--- config.mk ---
export PLATFORM = sky130hd
export DESIGN_NAME = usb_host_operational_control_regs
export DESIGN_NICKNAME = d
export VERILOG_FILES = /design/src/rtl/hc_ctrl_pkg.sv /design/src/rtl/service_ratio.sv /design/src/rtl/usb_host_operational_control_regs.sv
export SDC_FILE = /design/constraint.sdc
export NUM_CORES = 1
export LEC_CHECK = 0
export BUFFER_PORTS_ARGS = -buffer_cell sky130_fd_sc_hd__buf_2
export CORE_MARGIN = 2
export CORE_UTILIZATION = 25
export CTS_CLUSTER_SIZE = 24
export DETAILED_ROUTE_END_ITERATION = 8
export GPL_TIMING_DRIVEN = 0
export PLACE_DENSITY = 0.63
export SLEW_MARGIN = 30
export SYNTH_ARGS = -nofsm -noshare
export SYNTH_HDL_FRONTEND = slang
export SYNTH_HIERARCHICAL = 1
export SYNTH_SLANG_ARGS = --single-unit
--- constraint.sdc ---
create_clock -name clk -period 2.2 [get_ports clk]
set_clock_uncertainty 0.2 [all_clocks]
set_input_delay 0.22 -clock clk [delete_from_list [all_inputs] [get_ports clk]]
set_output_delay 0.22 -clock clk [all_outputs]
set_load 0.05 [all_outputs]
--- src/rtl/hc_ctrl_pkg.sv ---
// Shared constants and types for the host controller operational control registers
package hc_ctrl_pkg;

	// ----------------------------------------------------------------
	// Register map (byte offsets within the 4 KB operational window)
	// ----------------------------------------------------------------
	localparam logic [11:0] OFS_SPEC_REVISION  = 12'h000;
	localparam logic [11:0] OFS_HOST_OP_CTRL   = 12'h004;
	localparam int          WINDOW_LSB         = 12;

	// ----------------------------------------------------------------
	// Control register fields
	// ----------------------------------------------------------------
	localparam int          POS_RATIO          = 0;
	localparam int          POS_PERIODIC_EN    = 2;
	localparam int          POS_ISO_KEEP       = 3;
	localparam int          POS_CONTROL_EN     = 4;
	localparam int          POS_BULK_EN        = 5;
	localparam int          POS_FUNC_STATE     = 6;
	localparam int          POS_IRQ_TO_SMI     = 8;
	localparam int          POS_RWAKE_CONN     = 9;
	localparam int          POS_RWAKE_EN       = 10;
	localparam logic [31:0] CTRL_RESET         = 32'h0000_0000;
	// Arbitrary revision value, not a real part's
	localparam logic [7:0]  REVISION_DEFAULT   = 8'h2A;
	localparam logic [31:0] READ_ZERO          = 32'h0000_0000;

	// ----------------------------------------------------------------
	// Types
	// ----------------------------------------------------------------
	typedef enum logic [1:0]
	{
		FS_USB_RESET   = 2'h0,
		FS_USB_RESUME  = 2'h1,
		FS_USB_OPER    = 2'h2,
		FS_USB_SUSPEND = 2'h3
	} func_state_t;

	typedef struct packed
	{
		logic        rwake_en;
		logic        irq_to_smi;
		func_state_t func_state;
		logic        bulk_en;
		logic        control_en;
		logic        iso_keep;
		logic        periodic_en;
		logic [1:0]  ratio;
	} ctrl_t;

	typedef struct packed
	{
		logic        valid;
		logic        write;
		logic [31:0] addr;
		logic [3:0]  be_n;
		logic [31:0] wdata;
	} mem_req_t;

	typedef struct packed
	{
		logic        valid;
		logic        hit;
		logic [31:0] rdata;
	} mem_rsp_t;

endpackage

--- src/rtl/service_ratio.sv ---
// Control-to-bulk service ratio sequencer
`timescale 1ns/1ns
module service_ratio
(
	// Clock and reset
	input  wire logic       clk,
	input  wire logic       resetn,
	// Ratio setting, count minus one
	input  wire logic [1:0] ratio,
	// Service events from the list engine
	input  wire logic       control_served,
	input  wire logic       bulk_served,
	// Turn indication
	output logic            bulk_turn
);

	logic [1:0] served_q;
	logic [1:0] served_d;
	logic       turn_q;
	logic       turn_d;

	// ----------------------------------------------------------------
	// Counting
	// ----------------------------------------------------------------
	always_comb
	begin
		served_d = served_q;
		turn_d   = turn_q;
		if (turn_q && bulk_served)
		begin
			turn_d   = 1'b0;
			served_d = 2'h0;
		end
		else if (!turn_q && control_served)
		begin
			// ratio 00 gives one control endpoint, 11 gives four [RULE_07]
			if (served_q >= ratio)
			begin
				turn_d   = 1'b1;
				served_d = 2'h0;
			end
			else
				served_d = served_q + 2'h1;
		end
	end

	always_ff @(posedge clk or negedge resetn)
	begin
		if (!resetn)
		begin
			served_q <= 2'h0;
			turn_q   <= 1'b0;
		end
		else
		begin
			served_q <= served_d;
			turn_q   <= turn_d;
		end
	end

	assign bulk_turn = turn_q;

endmodule

--- src/rtl/usb_host_operational_control_regs.sv ---
// Host controller operational registers: revision and operation control
//
// What this block does
// RULE_01: The registers are decoded as memory locations at offsets from the programmed base.
// RULE_02: Each 32-bit register is byte addressable, little endian, byte 0 holding bits 7 to 0.
// RULE_03: The revision register is read-only, low byte major/minor nibbles, upper bits zero.
// RULE_04: Control bits 7:6 hold the functional state, and suspend moves to resume on resume.
// RULE_05: Control bits 5, 4 and 2 enable bulk, control and periodic list processing.
// RULE_06: Isochronous descriptors are skipped per control bit 3, interrupt ones still served.
// RULE_07: Control bits 1:0 give control endpoints per bulk endpoint as count minus one.
// RULE_08: The remote wakeup enable bit is writable but has no effect.
// RULE_09: The remote wakeup connected bit is read-only and always zero.
// RULE_10: Control bit 8 steers interrupts to the normal line when 0, to SMI when 1.
// RULE_11: Reserved control bits read zero, and all control fields clear on reset.
`timescale 1ns/1ns
module usb_host_operational_control_regs
#(
	// Arbitrary revision value, not a real part's
	parameter logic [7:0] REVISION = hc_ctrl_pkg::REVISION_DEFAULT
)
(
	// Clock and reset
	input  wire logic                  clk,
	input  wire logic                  resetn,
	// Memory base from the configuration space
	input  wire logic [31:12]          mem_base,
	// Memory cycle request and answer
	input  wire hc_ctrl_pkg::mem_req_t mem_req,
	output hc_ctrl_pkg::mem_rsp_t      mem_rsp,
	// Events from port and list logic
	input  wire logic                  resume_detect,
	input  wire logic                  frame_start,
	input  wire logic                  iso_desc_seen,
	input  wire logic                  control_served,
	input  wire logic                  bulk_served,
	input  wire logic                  core_irq,
	// Control outputs toward the schedule engine
	output hc_ctrl_pkg::func_state_t   func_state,
	output logic                       bulk_list_go,
	output logic                       control_list_go,
	output logic                       periodic_go,
	output logic                       iso_skip,
	output logic                       bulk_turn,
	// Interrupt delivery
	output logic                       inta_req,
	output logic                       smi_req
);

	hc_ctrl_pkg::ctrl_t    ctrl_q;
	hc_ctrl_pkg::ctrl_t    ctrl_d;
	hc_ctrl_pkg::mem_rsp_t rsp_q;
	hc_ctrl_pkg::mem_rsp_t rsp_d;
	logic                  periodic_q;
	logic                  periodic_d;
	logic                  skip_q;
	logic                  skip_d;
	logic                  inta_q;
	logic                  inta_d;
	logic                  smi_q;
	logic                  smi_d;
	logic                  bulk_turn_w;
	logic                  in_window;
	logic                  hit_rev;
	logic                  hit_ctrl;
	logic [31:0]           ctrl_word;
	logic [31:0]           wr_mask;
	logic [31:0]           merged;

	// ----------------------------------------------------------------
	// Address decode
	// ----------------------------------------------------------------
	assign in_window = mem_req.valid
		&& (mem_req.addr[31:hc_ctrl_pkg::WINDOW_LSB] == mem_base);   // [RULE_01]
	assign hit_rev   = in_window
		&& (mem_req.addr[11:2] == hc_ctrl_pkg::OFS_SPEC_REVISION[11:2]);
	assign hit_ctrl  = in_window
		&& (mem_req.addr[11:2] == hc_ctrl_pkg::OFS_HOST_OP_CTRL[11:2]);

	// Reserved bits and the wakeup-connected bit always read zero
	always_comb
	begin
		ctrl_word = hc_ctrl_pkg::READ_ZERO;                           // [RULE_11]
		ctrl_word[hc_ctrl_pkg::POS_RATIO +: 2]      = ctrl_q.ratio;
		ctrl_word[hc_ctrl_pkg::POS_PERIODIC_EN]     = ctrl_q.periodic_en;
		ctrl_word[hc_ctrl_pkg::POS_ISO_KEEP]        = ctrl_q.iso_keep;
		ctrl_word[hc_ctrl_pkg::POS_CONTROL_EN]      = ctrl_q.control_en;
		ctrl_word[hc_ctrl_pkg::POS_BULK_EN]         = ctrl_q.bulk_en;
		ctrl_word[hc_ctrl_pkg::POS_FUNC_STATE +: 2] = ctrl_q.func_state;
		ctrl_word[hc_ctrl_pkg::POS_IRQ_TO_SMI]      = ctrl_q.irq_to_smi;
		ctrl_word[hc_ctrl_pkg::POS_RWAKE_CONN]      = 1'b0;            // [RULE_09]
		ctrl_word[hc_ctrl_pkg::POS_RWAKE_EN]        = ctrl_q.rwake_en;
	end

	// Byte lanes: lane 0 is bits 7:0, lane 3 is bits 31:24
	genvar g;
	generate
		for (g = 0; g < 4; g++)
		begin : gen_lane
			assign wr_mask[g*8 +: 8] = {8{~mem_req.be_n[g]}};             // [RULE_02]
		end
	endgenerate

	assign merged = (mem_req.wdata & wr_mask) | (ctrl_word & ~wr_mask);

	// ----------------------------------------------------------------
	// Control register
	// ----------------------------------------------------------------
	always_comb
	begin
		ctrl_d = ctrl_q;
		if (hit_ctrl && mem_req.write)
		begin
			ctrl_d.ratio       = merged[hc_ctrl_pkg::POS_RATIO +: 2];       // [RULE_07]
			ctrl_d.periodic_en = merged[hc_ctrl_pkg::POS_PERIODIC_EN];     // [RULE_05]
			ctrl_d.iso_keep    = merged[hc_ctrl_pkg::POS_ISO_KEEP];        // [RULE_06]
			ctrl_d.control_en  = merged[hc_ctrl_pkg::POS_CONTROL_EN];      // [RULE_05]
			ctrl_d.bulk_en     = merged[hc_ctrl_pkg::POS_BULK_EN];         // [RULE_05]
			ctrl_d.func_state  = hc_ctrl_pkg::func_state_t'(
				merged[hc_ctrl_pkg::POS_FUNC_STATE +: 2]);                 // [RULE_04]
			ctrl_d.irq_to_smi  = merged[hc_ctrl_pkg::POS_IRQ_TO_SMI];      // [RULE_10]
			// Stored only; nothing downstream looks at it
			ctrl_d.rwake_en    = merged[hc_ctrl_pkg::POS_RWAKE_EN];        // [RULE_08]
		end
		// Hardware resume wins over a write that leaves the state in suspend
		if (resume_detect && ctrl_d.func_state == hc_ctrl_pkg::FS_USB_SUSPEND)
			ctrl_d.func_state = hc_ctrl_pkg::FS_USB_RESUME;                 // [RULE_04]
	end

	always_ff @(posedge clk or negedge resetn)
	begin
		if (!resetn)
			ctrl_q <= hc_ctrl_pkg::ctrl_t'(hc_ctrl_pkg::CTRL_RESET[9:0]); // [RULE_11]
		else
			ctrl_q <= ctrl_d;
	end

	// ----------------------------------------------------------------
	// Read answer, one cycle after the request
	// ----------------------------------------------------------------
	always_comb
	begin
		rsp_d.valid = mem_req.valid && !mem_req.write;
		rsp_d.hit   = (hit_rev || hit_ctrl) && !mem_req.write;
		rsp_d.rdata = hc_ctrl_pkg::READ_ZERO;
		if (hit_rev && !mem_req.write)
			rsp_d.rdata = {24'h00_0000, REVISION};                          // [RULE_03]
		else if (hit_ctrl && !mem_req.write)
			rsp_d.rdata = ctrl_word;                                        // [RULE_02]
	end

	always_ff @(posedge clk or negedge resetn)
	begin
		if (!resetn)
			rsp_q <= '0;
		else
			rsp_q <= rsp_d;
	end

	// ----------------------------------------------------------------
	// Schedule steering and interrupt routing
	// ----------------------------------------------------------------
	// Periodic enable is sampled once per frame so a mid-frame change waits
	always_comb
	begin
		periodic_d = frame_start ? ctrl_q.periodic_en : periodic_q;     // [RULE_05]
		// Bit 3 clear means skip isochronous descriptors in the periodic list
		skip_d     = iso_desc_seen && periodic_q && !ctrl_q.iso_keep;   // [RULE_06]
		inta_d     = core_irq && !ctrl_q.irq_to_smi;                    // [RULE_10]
		smi_d      = core_irq && ctrl_q.irq_to_smi;                     // [RULE_10]
	end

	always_ff @(posedge clk or negedge resetn)
	begin
		if (!resetn)
		begin
			periodic_q <= 1'b0;
			skip_q     <= 1'b0;
			inta_q     <= 1'b0;
			smi_q      <= 1'b0;
		end
		else
		begin
			periodic_q <= periodic_d;
			skip_q     <= skip_d;
			inta_q     <= inta_d;
			smi_q      <= smi_d;
		end
	end

	service_ratio u_ratio
	(
		.clk            (clk),
		.resetn         (resetn),
		.ratio          (ctrl_q.ratio),
		.control_served (control_served),
		.bulk_served    (bulk_served),
		.bulk_turn      (bulk_turn_w)
	);                                                                   // [RULE_07]

	assign mem_rsp         = rsp_q;
	assign func_state      = ctrl_q.func_state;
	assign bulk_list_go    = ctrl_q.bulk_en;
	assign control_list_go = ctrl_q.control_en;
	assign periodic_go     = periodic_q;
	assign iso_skip        = skip_q;
	assign bulk_turn       = bulk_turn_w;
	assign inta_req        = inta_q;
	assign smi_req         = smi_q;

endmodule

* After elaboration in Yosys (flattened, before gate mapping)
Cells that the tools add are included.
** Word-level totals
- Register bits after elaboration :: 51
- Bits of input ports :: 98
- Output and inout bits :: 43
** Cells by class
- Add/sub/neg operators :: 1
- $lt $le $gt $ge :: 1
- Eq/ne operators :: 3
- Multiplexer cells :: 10
- Bitwise gates (word level) :: 6
- Reductions and logical operators :: 24
** Operators by type and width (number)
- $mux 32 :: 1
- $and 11x11->11 :: 2
- $eq 20x20->1 :: 1
- $logic_and 1x1->1 :: 15
- $mux 11 :: 1
- $not 11->11 :: 1
- $or 11x11->11 :: 1
- $eq 10x1->1 const B :: 1
- $logic_not 10->1 :: 1
- $mux 2 :: 4
- $mux 8 :: 1
- $logic_not 1->1 :: 4
- $reduce_bool 2->1 :: 2
- $mux 1 :: 3
- $add 2x1->2 const B :: 1
- $eq 2x2->1 const B :: 1
- $ge 2x2->1 :: 1
- $not 1->1 :: 2
- $reduce_and 2->1 :: 1
- $logic_or 1x1->1 :: 1

* Depth between registers and ports, before layout
Gate-level depths: netlist of the first run.
- Depth in word-level cells :: 8
- Depth in mapped cells :: 6
- Mapped depth without buffers :: 5

* Modules after synthesis
The synthesis of the first run kept the hierarchy.
** Modules (own cells, without submodules)
- usb_host_operational_control_regs :: times used 1, cells each 126, area an instance 1453.9 µm²
- service_ratio :: times used 1, cells each 22, area an instance 215.2 µm²

* Least setup slack after synthesis of the first run
Ideal clock, no wire load.
- Kind :: input to register
- Start point :: in mem_req[47] (netlist bit)
- End point :: reg with a tool-made name
- Data arrival time :: 1.666 ns
- Data required time :: 1.875 ns
- Path slack :: 0.209 ns
- Stages on the path :: 6
- Buffers on the path :: 1
- Cell sequence :: or4b_4 nor3_4 nand4_2 or2_1 buf_6 mux2_4
** RTL lines
- start: declaration :: line usb_host_operational_control_regs.sv:28 : input wire hc_ctrl_pkg::mem_req_t mem_req,

==> summary.md, run 1 <==
| Metric | Value |
|---|---|
| Status | completed |
| CTS tree | built |
| Power share of the sequential group | 0.428 |
| Design area | 2550 um2 |
| Final hold vios | 0 |
| Final worst path period share | 0.903 |
| Largest net degree at the start of global routing | 30 |
| Area contributors post-synth | dfrtp_1 43%, buf_4 11%, xor2_1 10%, mux2_4 6.3%, and2_1 3.0% |
| Worst setup SP type | input port |
| Sw power | 0.000365 W |
| Static Leak | 1.44 nW |
| Setup violations, final | 0 |
| H-tree depth | 2 |
| Root Buffer Master | clkbuf_8 |
| Hold WC Path Type | in2reg |
| Critical Path AT | 1990 ps |
| Post-Place Cell Area | 2300 um2 |
| Yosys warns | 6 |
| Top cells by count, synth | 29 x dfrtp_1, 24 x buf_4, 20 x xor2_1, 9 x inv_1, 8 x and2_1 |
| Req. time, crit path | 2210 ps |
| Power density cells | 498 nW/um2 |
| Die H | 85.7 um |
| Syn_area_per_cell | 11.3 um2 |
| CTS Buf Count | 5 |
| Final HPWL DP | 3.22 mm |
| Worst Max-Slew Pin Slew | 646 ps |
| Int Pwr | 0.000907 W |
| Max Freq | 504 MHz |
| Post-CTS Resized | 0 |
| Setup WS post-layout | 214 ps |
| Clock share of power | 0.342 |
| Vias in the first global route | 1400 |
| Critical path peak fanout | 7 |
| Synth unique cells | 36 |
| GR peak layer | met2 |
| Vias | 1447 |
| Final WL | 3.96 mm |
| Relative slew margins | 0.569 |
| TritonRoute pass-1 iters | 4 |
| Place WS | -175 ps |
| # rows | 29 |
| #FFs+latches synth | 29 |
| Met1 GRT Util | 0.127 |
| RSZ-0062 raised after global routing | false |
| Detailed Route Iter0 Violations | 35 |
| Logic pwr share | 0.230 |
| Slew Viols, Final | 0 |
| Tmin final | 1990 ps |
| Switching Fraction | 0.287 |
| Critical path class | in2reg |
| Clk sinks | 29 |
| CORE AREA | 6390 um2 |
| Final nets | 384 |
| Share of layout cells above drive strength 1 | 0.496 |
| Async S/R FF share, synth | 1.00 |
| GRT met2 Usage | 0.193 |
| Clk buf depth | 2 |
| Post-synth EDFFs | 0 |
| Most frequently used flop master after synthesis | dfrtp_1 |
| Cells after Synth | 148 |
| All-Layer GR Usage | 0.110 |
| Final global-route overflow total | 0 |
| Placer Congestion | 0.704 |
| Die Span X | 85.7 um |
| Drt wl/cell | 11.0 um |
| Setup tns final | 0 ps |
| Worst IR Drop VDD | 0.000380 V |
| Grt met3 use | 0.0269 |
| Initial antenna violation count | 0 |
| Initial core utilization | 0.261 |
| Clock-pin slew on the worst setup and hold paths | 60 ps |
| Diode count | 0 |
| DRC viols | 0 |
| Max Cap Viol | 0 |
| Post-synth top area share | 0.435 |
| Area leader, netlist | dfrtp_1 |
| Ports | 141 |
| Count leader, synth | dfrtp_1 |
| Layout Area Growth over Synthesis | 52.8% |
| Die Area | 7350 um2 |
| First-pass GRT wire length | 6.35 mm |
| Seq/Total Area, Yosys | 0.435 |
| CP Capture Type | flop |
| Worst-Skew Late Latency | 270 ps |
| Post-route ant nets | 0 |
| Cell Area, Synth | 1670 um2 |
| Vias/cell | 4.01 |
| Port bufs | 92 |
## layout make-up
class	instances	area [um2]
Buffer	25	191
Clock buffer	7	86.3
Fill cell	634	3830
Inverter	9	33.8
Multi-Input combinational cell	106	797
Sequential cell	29	726
Tap cell	77	96.3
Timing Repair Buffer	108	621
## cell usage in the layout (no fill, tap or decap), types with 2 or more instances in the layout
cell type      netlist  final
conb_1               1     22
nor2_1               5      5
dfrtp_1             29     29
nor4b_2              2      2
mux2_4               7      7
nand2_1              3      3
a21o_1               2      2
o21ai_0              2      2
ha_1                 2      2
buf_4               24     24
nor4_1               5      5
a21oi_1              3      3
inv_1                9      9
xor2_1              20     20
buf_2                0     92
nand4_2              2      2
clkbuf_8             0      6
and2_1               8      8
mux2_2               3      3
nor2b_1              3      3
dlygate4sd3_1        0     16
## logic make-up (layout without fill, tap and decap cells)
group	after synthesis	in the layout	share of synthesized area
DFF	29	29	0.435
other	1	22	0.00225
xor gates and xnor gates	20	20	0.105
and+or+nand+nor	39	39	0.165
muxes	10	10	0.0832
AOI/OAI and AO/OA	13	13	0.0600
adders and majority gates	2	2	0.0150
buffers and inverters	34	149	0.135
## critical path, cell delays in order
cell and delay (ps):
buf_2 100, or4b_4 530, nor3_4 170, nand3_1 150
nor4b_2 600, and2_1 220
## power by group through the flow
stage | Clock, W | Combinational (W) | Sequential (W)
CTS | 0.000456 | 0.000294 | 0.000544
finish | 0.000435 | 0.000293 | 0.000544
global route | 0.000476 | 0.000315 | 0.000544
floorplan | 0 | 0.000158 | 0.000571
detailed placement | 0 | 0.000272 | 0.000554
global placement | 0 | 0.000268 | 0.000553
## metal layers
metal	wire length (um)	part of all wire	vias up
li1	-	-	727
met1	1570	0.40	646
met2	1990	0.50	65
met3	312	0.079	9
met4	92	0.023	0
met5	0	0	-
## final timing paths
| kind | from | endpoint | slack, ps | cells after the start |
|---|---|---|---|---|
| min in group asynchronous | resetn | u_ratio/bulk_turn | 310 | 2 |
| worst min register to register | flop | inta_req | 270 | 1 |
| max in group asynchronous | resetn | mem_rsp[2] | 1080 | 2 |
| worst max-delay path | mem_req[47] | mem_rsp[8] | 210 | 6 |
| worst max register to register | u_ratio/served_q[0] | u_ratio/served_q[1] | 540 | 5 |
| worst min-delay path | mem_req[38] | mem_rsp[5] | 20 | 2 |
## stage by stage
step,std cells,hold slack (ps),util,power (W)
after global placement,338,82.9,0.361,0.000822
after floorplan,169,-276,-,0.000729
final,361,15.0,0.399,0.00127
after detailed placement,338,93.7,0.361,0.000825
after CTS,361,8.60,0.399,0.00129
after global routing,361,14.4,0.399,0.00134
## timing repair
item	in CTS	in global routing
hold endpoints to repair	44	0
hold buffers	16	0
buffers inserted	0	0
Note: power is estimated with default switching activity, not from simulation.
==> inputs of run 2 (changes only) <==
--- a/config.mk
+++ b/config.mk
@@ -5,13 +5,14 @@
 export SDC_FILE = /design/constraint.sdc
 export NUM_CORES = 1
 export LEC_CHECK = 0
-export BUFFER_PORTS_ARGS = -buffer_cell sky130_fd_sc_hd__buf_2
+export ABC_AREA = 1
 export CORE_MARGIN = 2
 export CORE_UTILIZATION = 25
 export CTS_CLUSTER_SIZE = 24
 export DETAILED_ROUTE_END_ITERATION = 8
+export DONT_BUFFER_PORTS = 1
 export GPL_TIMING_DRIVEN = 0
-export PLACE_DENSITY = 0.63
+export PLACE_DENSITY = 0.45
 export SLEW_MARGIN = 30
 export SYNTH_ARGS = -nofsm -noshare
 export SYNTH_HDL_FRONTEND = slang
==> summary.md, run 2 <==
| Metric | Value |
|---|---|
| Power density cells | 549 nW/um2 (was 498 nW/um2) |
| Reg2reg setup slack | 260 ps (was 540 ps) |
| Root Buffer Master | clkbuf_8 (unchanged) |
| Clk sinks | 29 (unchanged) |
| Clock-pin slew on the worst setup and hold paths | 60 ps (about the same) |
| Die Area | 9150 um2 (was 7350 um2) |
| Final nets | 463 (was 384) |
| # rows | 33 (was 29) |
| #FFs+latches synth | 29 (unchanged) |
| Final global-route overflow total | 0 (unchanged) |
| Slew Viols, Final | 0 (unchanged) |
| Worst-Skew Late Latency | 270 ps (about the same) |
| CP Capture Type | flop (unchanged) |
| Drt wl/cell | 10.3 um (was 11.0 um) |
| Post-route ant nets | 0 (unchanged) |
| Status | completed (unchanged) |
| Syn_area_per_cell | 6.71 um2 (was 11.3 um2) |
| Area leader, netlist | dfrtp_1 (unchanged) |
| Post-CTS Resized | 0 (unchanged) |
| Port bufs | 0 (was 92) |
| Largest net degree at the start of global routing | 30 (unchanged) |
| Critical path peak fanout | 6 (was 7) |
| Most frequently used flop master after synthesis | dfrtp_1 (unchanged) |
| Area contributors post-synth | dfrtp_1 35%, nand2_1 19%, inv_1 12%, buf_4 8.6%, nor2_1 5.5% (was dfrtp_1 43%, buf_4 11%, xor2_1 10%, mux2_4 6.3%, and2_1 3.0%) |
| Post-synth EDFFs | 0 (unchanged) |
| Layout Utilization | 0.321 (was 0.399) |
| Max Cap Viol | 0 (unchanged) |
| Diode count | 0 (unchanged) |
| Ports | 141 (unchanged) |
| Fillers | 911 (was 634) |
| Top cells by count, synth | 105 x nand2_1, 65 x inv_1, 31 x nor2_1, 29 x dfrtp_1, 24 x buf_4 (was 29 x dfrtp_1, 24 x buf_4, 20 x xor2_1, 9 x inv_1, 8 x and2_1) |
| TritonRoute pass-1 iters | 4 (unchanged) |
| Place WS | 483 ps (was -175 ps) |
| Placer Congestion | 0.791 (was 0.704) |
| Req. time, crit path | 2190 ps (was 2210 ps) |
| Share of layout cells above drive strength 1 | 0.170 (was 0.496) |
| Die H | 95.6 um (was 85.7 um) |
| Detailed Route Iter0 Violations | 79 (was 35) |
| Post-synth top area share | 0.346 (was 0.435) |
| Most frequent cells in the layout | 105 x nand2_1, 65 x inv_1, 31 x nor2_1, 29 x dfrtp_1, 24 x buf_4 (was 92 x buf_2, 29 x dfrtp_1, 24 x buf_4, 22 x conb_1, 20 x xor2_1) |
| Worst IR Drop VDD | 0.000193 V (was 0.000380 V) |
| Yosys warns | 6 (unchanged) |
| H-tree depth | 2 (unchanged) |
| Synth unique cells | 28 (was 36) |
| Hold WC Path Type | in2reg (unchanged) |
| Vias in the first global route | 1725 (was 1400) |
| RSZ-0062 raised after global routing | false (unchanged) |
| Critical Path AT | 1940 ps (was 1990 ps) |
| Hold buffer count at cts | 22 (was 16) |
| Clk buf depth | 2 (unchanged) |
| Smallest hold slack | 38.8 ps (was 15.0 ps) |
| Commonest non-fill, non-tap cell in the layout | nand2_1 (was buf_2) |
| Worst Max-Slew Pin Slew | 599 ps (was 646 ps) |
| CTS Buf Count | 5 (unchanged) |
| Initial core utilization | 0.257 (was 0.261) |
| Relative slew margins | 0.601 (was 0.569) |
| Final hold vios | 0 (unchanged) |
| Count leader, synth | nand2_1 (was dfrtp_1) |
| Setup WS post-layout | 258 ps (was 214 ps) |
| Max Freq | 515 MHz (was 504 MHz) |
| Cell Area, Synth | 2100 um2 (was 1670 um2) |
| Critical path class | reg2reg (was in2reg) |
| Initial antenna violation count | 0 (unchanged) |
| CTS tree | built (unchanged) |
| Worst setup SP type | flop (was input port) |
| DRC viols | 0 (unchanged) |
| Cells after Synth | 313 (was 148) |
| Setup Buffers After CTS | 0 (unchanged) |
| Final WL | 4.85 mm (was 3.96 mm) |
| Final worst path period share | 0.883 (was 0.903) |
| Layout Area Growth over Synthesis | 24.9% (was 52.8%) |
| First-pass GRT wire length | 7.82 mm (was 6.35 mm) |
| Vias | 1811 (was 1447) |
| Async S/R FF share, synth | 1.00 (unchanged) |
| Final HPWL DP | 3.99 mm (was 3.22 mm) |
| All-Layer GR Usage | 0.110 (about the same) |
| Vias/cell | 3.86 (was 4.01) |
| Static Leak | 1.56 nW (was 1.44 nW) |
| Setup violations, final | 0 (unchanged) |
| Tmin final | 1940 ps (was 1990 ps) |
| Seq/Total Area, Yosys | 0.346 (was 0.435) |
| Die Span X | 95.6 um (was 85.7 um) |
| Setup tns final | 0 ps (unchanged) |
| CORE AREA | 8180 um2 (was 6390 um2) |
## run 2: report_power, final
part	leakage, nW	switching [W]	internal [W]
Sequential	0.393	0.0000737	0.000561
Clock	0.0450	0.000194	0.000219
Combinational	1.12	0.000247	0.000147
Total	1.56	0.000515	0.000926
## run 2: layer usage
metal | global-route usage | part of all wire | vias to the layer above
li1 | - | - | 968
met1 | 0.143 | 0.44 | 766
met2 | 0.174 | 0.46 | 71
met3 | 0.0261 | 0.081 | 6
met4 | 0.0417 | 0.019 | 0
met5 | 0 | 0 | -
## run 2: layout make-up
cell class / count / area (um2) / area share
inverters: 67 / 251 / 0.0959
multi-input cells: 212 / 1000 / 0.383
clock buffers: 6 / 72.6 / 0.0277
plain buffers: 26 / 196 / 0.0749
well taps: 105 / 131 / 0.0501
repair buffers: 22 / 230 / 0.0878
clock inverters: 2 / 10.0 / 0.00382
flip-flops and latches: 29 / 726 / 0.277
## run 2: worst paths after layout
kind,end,start,cells after the start
min in group asynchronous,smi_req,resetn,2
hold / removal,flop,mem_req[32],4
setup reg to reg,u_ratio/served_q[0],u_ratio/bulk_turn,4
hold reg to reg,flop,flop,2
setup / recovery,u_ratio/served_q[0],u_ratio/bulk_turn,4
max in group asynchronous,u_ratio/served_q[1],resetn,2
## run 2: stage by stage
step                instance area (um2)  total power [W]  cells
finish                             2620          0.00144    469
global route                       2620          0.00156    469
CTS                                2620          0.00147    469
detailed placement                 2310         0.000993    439
global placement                   2310         0.000988    439
floorplan                          2180         0.000949    334
## run 2: worst max-delay path, stage by stage (launching register included)
cell           delay (ps)
dfrtp_1               610
a21oi_2               250
nand3_1                90
dlygate4sd3_1         570
a21oi_1               130
## run 2: cell families (layout without fill, tap and decap cells)
family	after synthesis	after routing	share of synthesized area
buf+inv	93	123	0.213
flops	29	29	0.346
xor+xnor	2	2	0.00834
mux	2	2	0.0101
compound gates	12	12	0.0447
other cells	1	22	0.00179
simple gates	172	172	0.364
fa+ha+maj	2	2	0.0119
==> inputs of run 3 (changes only) <==
--- a/config.mk
+++ b/config.mk
@@ -12,6 +12,7 @@
 export DETAILED_ROUTE_END_ITERATION = 8
 export DONT_BUFFER_PORTS = 1
 export GPL_TIMING_DRIVEN = 0
+export MAX_ROUTING_LAYER = met4
 export PLACE_DENSITY = 0.45
 export SLEW_MARGIN = 30
 export SYNTH_ARGS = -nofsm -noshare
==> constraint.sdc (replaced) <==
create_clock -name clk -period 2.4 [get_ports clk]
set_clock_uncertainty 0.2 [all_clocks]
set_input_delay 0.24 -clock clk [delete_from_list [all_inputs] [get_ports clk]]
set_output_delay 0.24 -clock clk [all_outputs]
set_load 0.05 [all_outputs]
==> summary.md, run 3 (synthesis results as in run 2) <==
| Metric | Value |
|---|---|
| Status | completed (unchanged) |
| Vias | 1799 (was 1811) |
| Setup Buffers After CTS | 0 (unchanged) |
| Most frequent cells in the layout | 105 x nand2_1, 65 x inv_1, 31 x nor2_1, 29 x dfrtp_1, 24 x buf_4 (unchanged) |
| Crit Reg-Reg Startpoint | func_state[0] (was u_ratio/bulk_turn) |
| RR Endpoint | func_state[1] (was u_ratio/served_q[0]) |
| Placer Congestion | 0.803 (was 0.791) |
| Final HPWL DP | 3.99 mm (unchanged) |
| CTS tree | built (unchanged) |
| Diode count | 0 (unchanged) |
| Relative slew margins | 0.601 (about the same) |
| Final nets | 462 (was 463) |
| Power density cells | 504 nW/um2 (was 549 nW/um2) |
| Root Buffer Master | clkbuf_8 (unchanged) |
| Vias in the first global route | 1714 (was 1725) |
| Critical Path AT | 1960 ps (was 1940 ps) |
| Max Cap Viol | 0 (unchanged) |
| Detailed Route Iter0 Violations | 80 (was 79) |
| # rows | 33 (unchanged) |
| Layout Area Growth over Synthesis | 24.4% (was 24.9%) |
| CORE AREA | 8180 um2 (unchanged) |
| Clk buf depth | 2 (unchanged) |
| Hold path startpoint | mem_req[32] (unchanged) |
| Critical path peak fanout | 4 (was 6) |
| Worst R2R Path Depth | 6 (was 4) |
| Worst Max-Slew Pin Slew | 599 ps (about the same) |
| Commonest non-fill, non-tap cell in the layout | nand2_1 (unchanged) |
| TritonRoute pass-1 iters | 4 (unchanged) |
| Die H | 95.6 um (unchanged) |
| Fillers | 912 (was 911) |
| Worst-Skew Late Latency | 270 ps (about the same) |
| Initial core utilization | 0.257 (unchanged) |
| Largest net degree at the start of global routing | 30 (unchanged) |
| Ports | 141 (unchanged) |
| Worst setup SP type | input port (was flop) |
| Die Span X | 95.6 um (unchanged) |
| DRC viols | 0 (unchanged) |
| Tmin final | 1950 ps |
| CP startpoint | mem_req[57] (was u_ratio/bulk_turn) |
| Final global-route overflow total | 0 (unchanged) |
| Initial antenna violation count | 0 (unchanged) |
| Port bufs | 0 (unchanged) |
| Drt wl/cell | 10.3 um (about the same) |
| Setup violations, final | 0 (unchanged) |
| Final worst path period share | 0.812 |
| Req. time, crit path | 2410 ps (was 2190 ps) |
| Met1 GRT Util | 0.145 (was 0.143) |
| GRT met2 Usage | 0.172 (was 0.174) |
| H-tree depth | 2 (unchanged) |
| Grt met3 use | 0.0221 (was 0.0261) |
| Reg2reg setup slack | 730 ps (was 260 ps) |
| RSZ-0062 raised after global routing | false (unchanged) |
| Clock-pin slew on the worst setup and hold paths | 60 ps (about the same) |
| Max Freq | 513 MHz |
| Setup tns final | 0 ps (unchanged) |
| Worst IR Drop VDD | 0.000177 V (was 0.000193 V) |
| Vias/cell | 3.84 (was 3.86) |
| Final WL | 4.83 mm (was 4.85 mm) |
| Count of cells along the worst hold path | 4 (unchanged) |
| CP Capture Type | flop (unchanged) |
| Share of layout cells above drive strength 1 | 0.171 (was 0.170) |
| GR peak layer | met2 (unchanged) |
| Die Area | 9150 um2 (unchanged) |
| Clk sinks | 29 (unchanged) |
| Hold WC Path Type | in2reg (unchanged) |
| Static Leak | 1.56 nW (about the same) |
| All-Layer GR Usage | 0.112 (was 0.110) |
| Smallest hold slack | 58.8 ps (was 38.8 ps) |
| Final hold vios | 0 (unchanged) |
| First-pass GRT wire length | 7.77 mm (was 7.82 mm) |
| CTS Buf Count | 5 (unchanged) |
| Post-route ant nets | 0 (unchanged) |
| Critical path class | in2reg (was reg2reg) |
| Slew Viols, Final | 0 (unchanged) |
==> run 3: through the flow <==
stage	power [W]	std cells	setup WS [ps]	cell area [um2]	util
final	0.00132	468	451	2610	0.320
after global routing	0.00142	468	286	2610	0.320
after CTS	0.00134	468	457	2610	0.320
after detailed placement	0.000910	439	663	2310	0.283
after global placement	0.000905	439	678	2310	0.283
after floorplan	0.000870	334	835	2180	-
==> run 3: how the worst max path moves through the flow <==
| stage | to |
|---|---|
| after global placement | flop |
| after floorplan | flop |
| after detailed placement | flop |
| final | flop |
| after CTS | flop |
| after global routing | flop |
==> run 3: area by class of cell <==
cell class,instances,area [um2],share of cell area
Buffer,26,196,0.0752
Tap cell,105,131,0.0503
Clock inverter,2,10.0,0.00383
Inverter,67,251,0.0963
Clock buffer,6,72.6,0.0278
Sequential cell,29,726,0.278
Multi-Input combinational cell,212,1000,0.385
Timing Repair Buffer,21,220,0.0843
==> run 3: routing by layer <==
metal  up-vias  wire [um]  share of wire
met2        71       2210           0.46
met5         -          0              0
met3         6        362          0.075
met4         0         92          0.019
li1        965          -              -
met1       757       2160           0.45
==> run 3: worst max-delay path, cell delays in order <==
cell and delay [ps]:
inv_1 20, nand2_1 70, nand2_1 60, nor2_1 140, nand2_1 80, nor2_2 130, nand3_4 130, nor2_8 140
nand2_1 110, nor2_2 150, nand2_1 60, dlygate4sd3_1 560, nand2_1 70
==> run 3: where the power goes <==
group	switching, W	leakage [nW]	internal, W
Sequential	0.0000675	0.393	0.000514
Combinational	0.000225	1.12	0.000132
Clock	0.000177	0.0450	0.000200
Total	0.000469	1.56	0.000846
==> run 3: repair_timing <==
action / 4_1_cts / 5_1_grt
hold buffers: 21 / 0
gates resized for setup: 0 / 0
endpoints found under the hold margin: 45 / 0
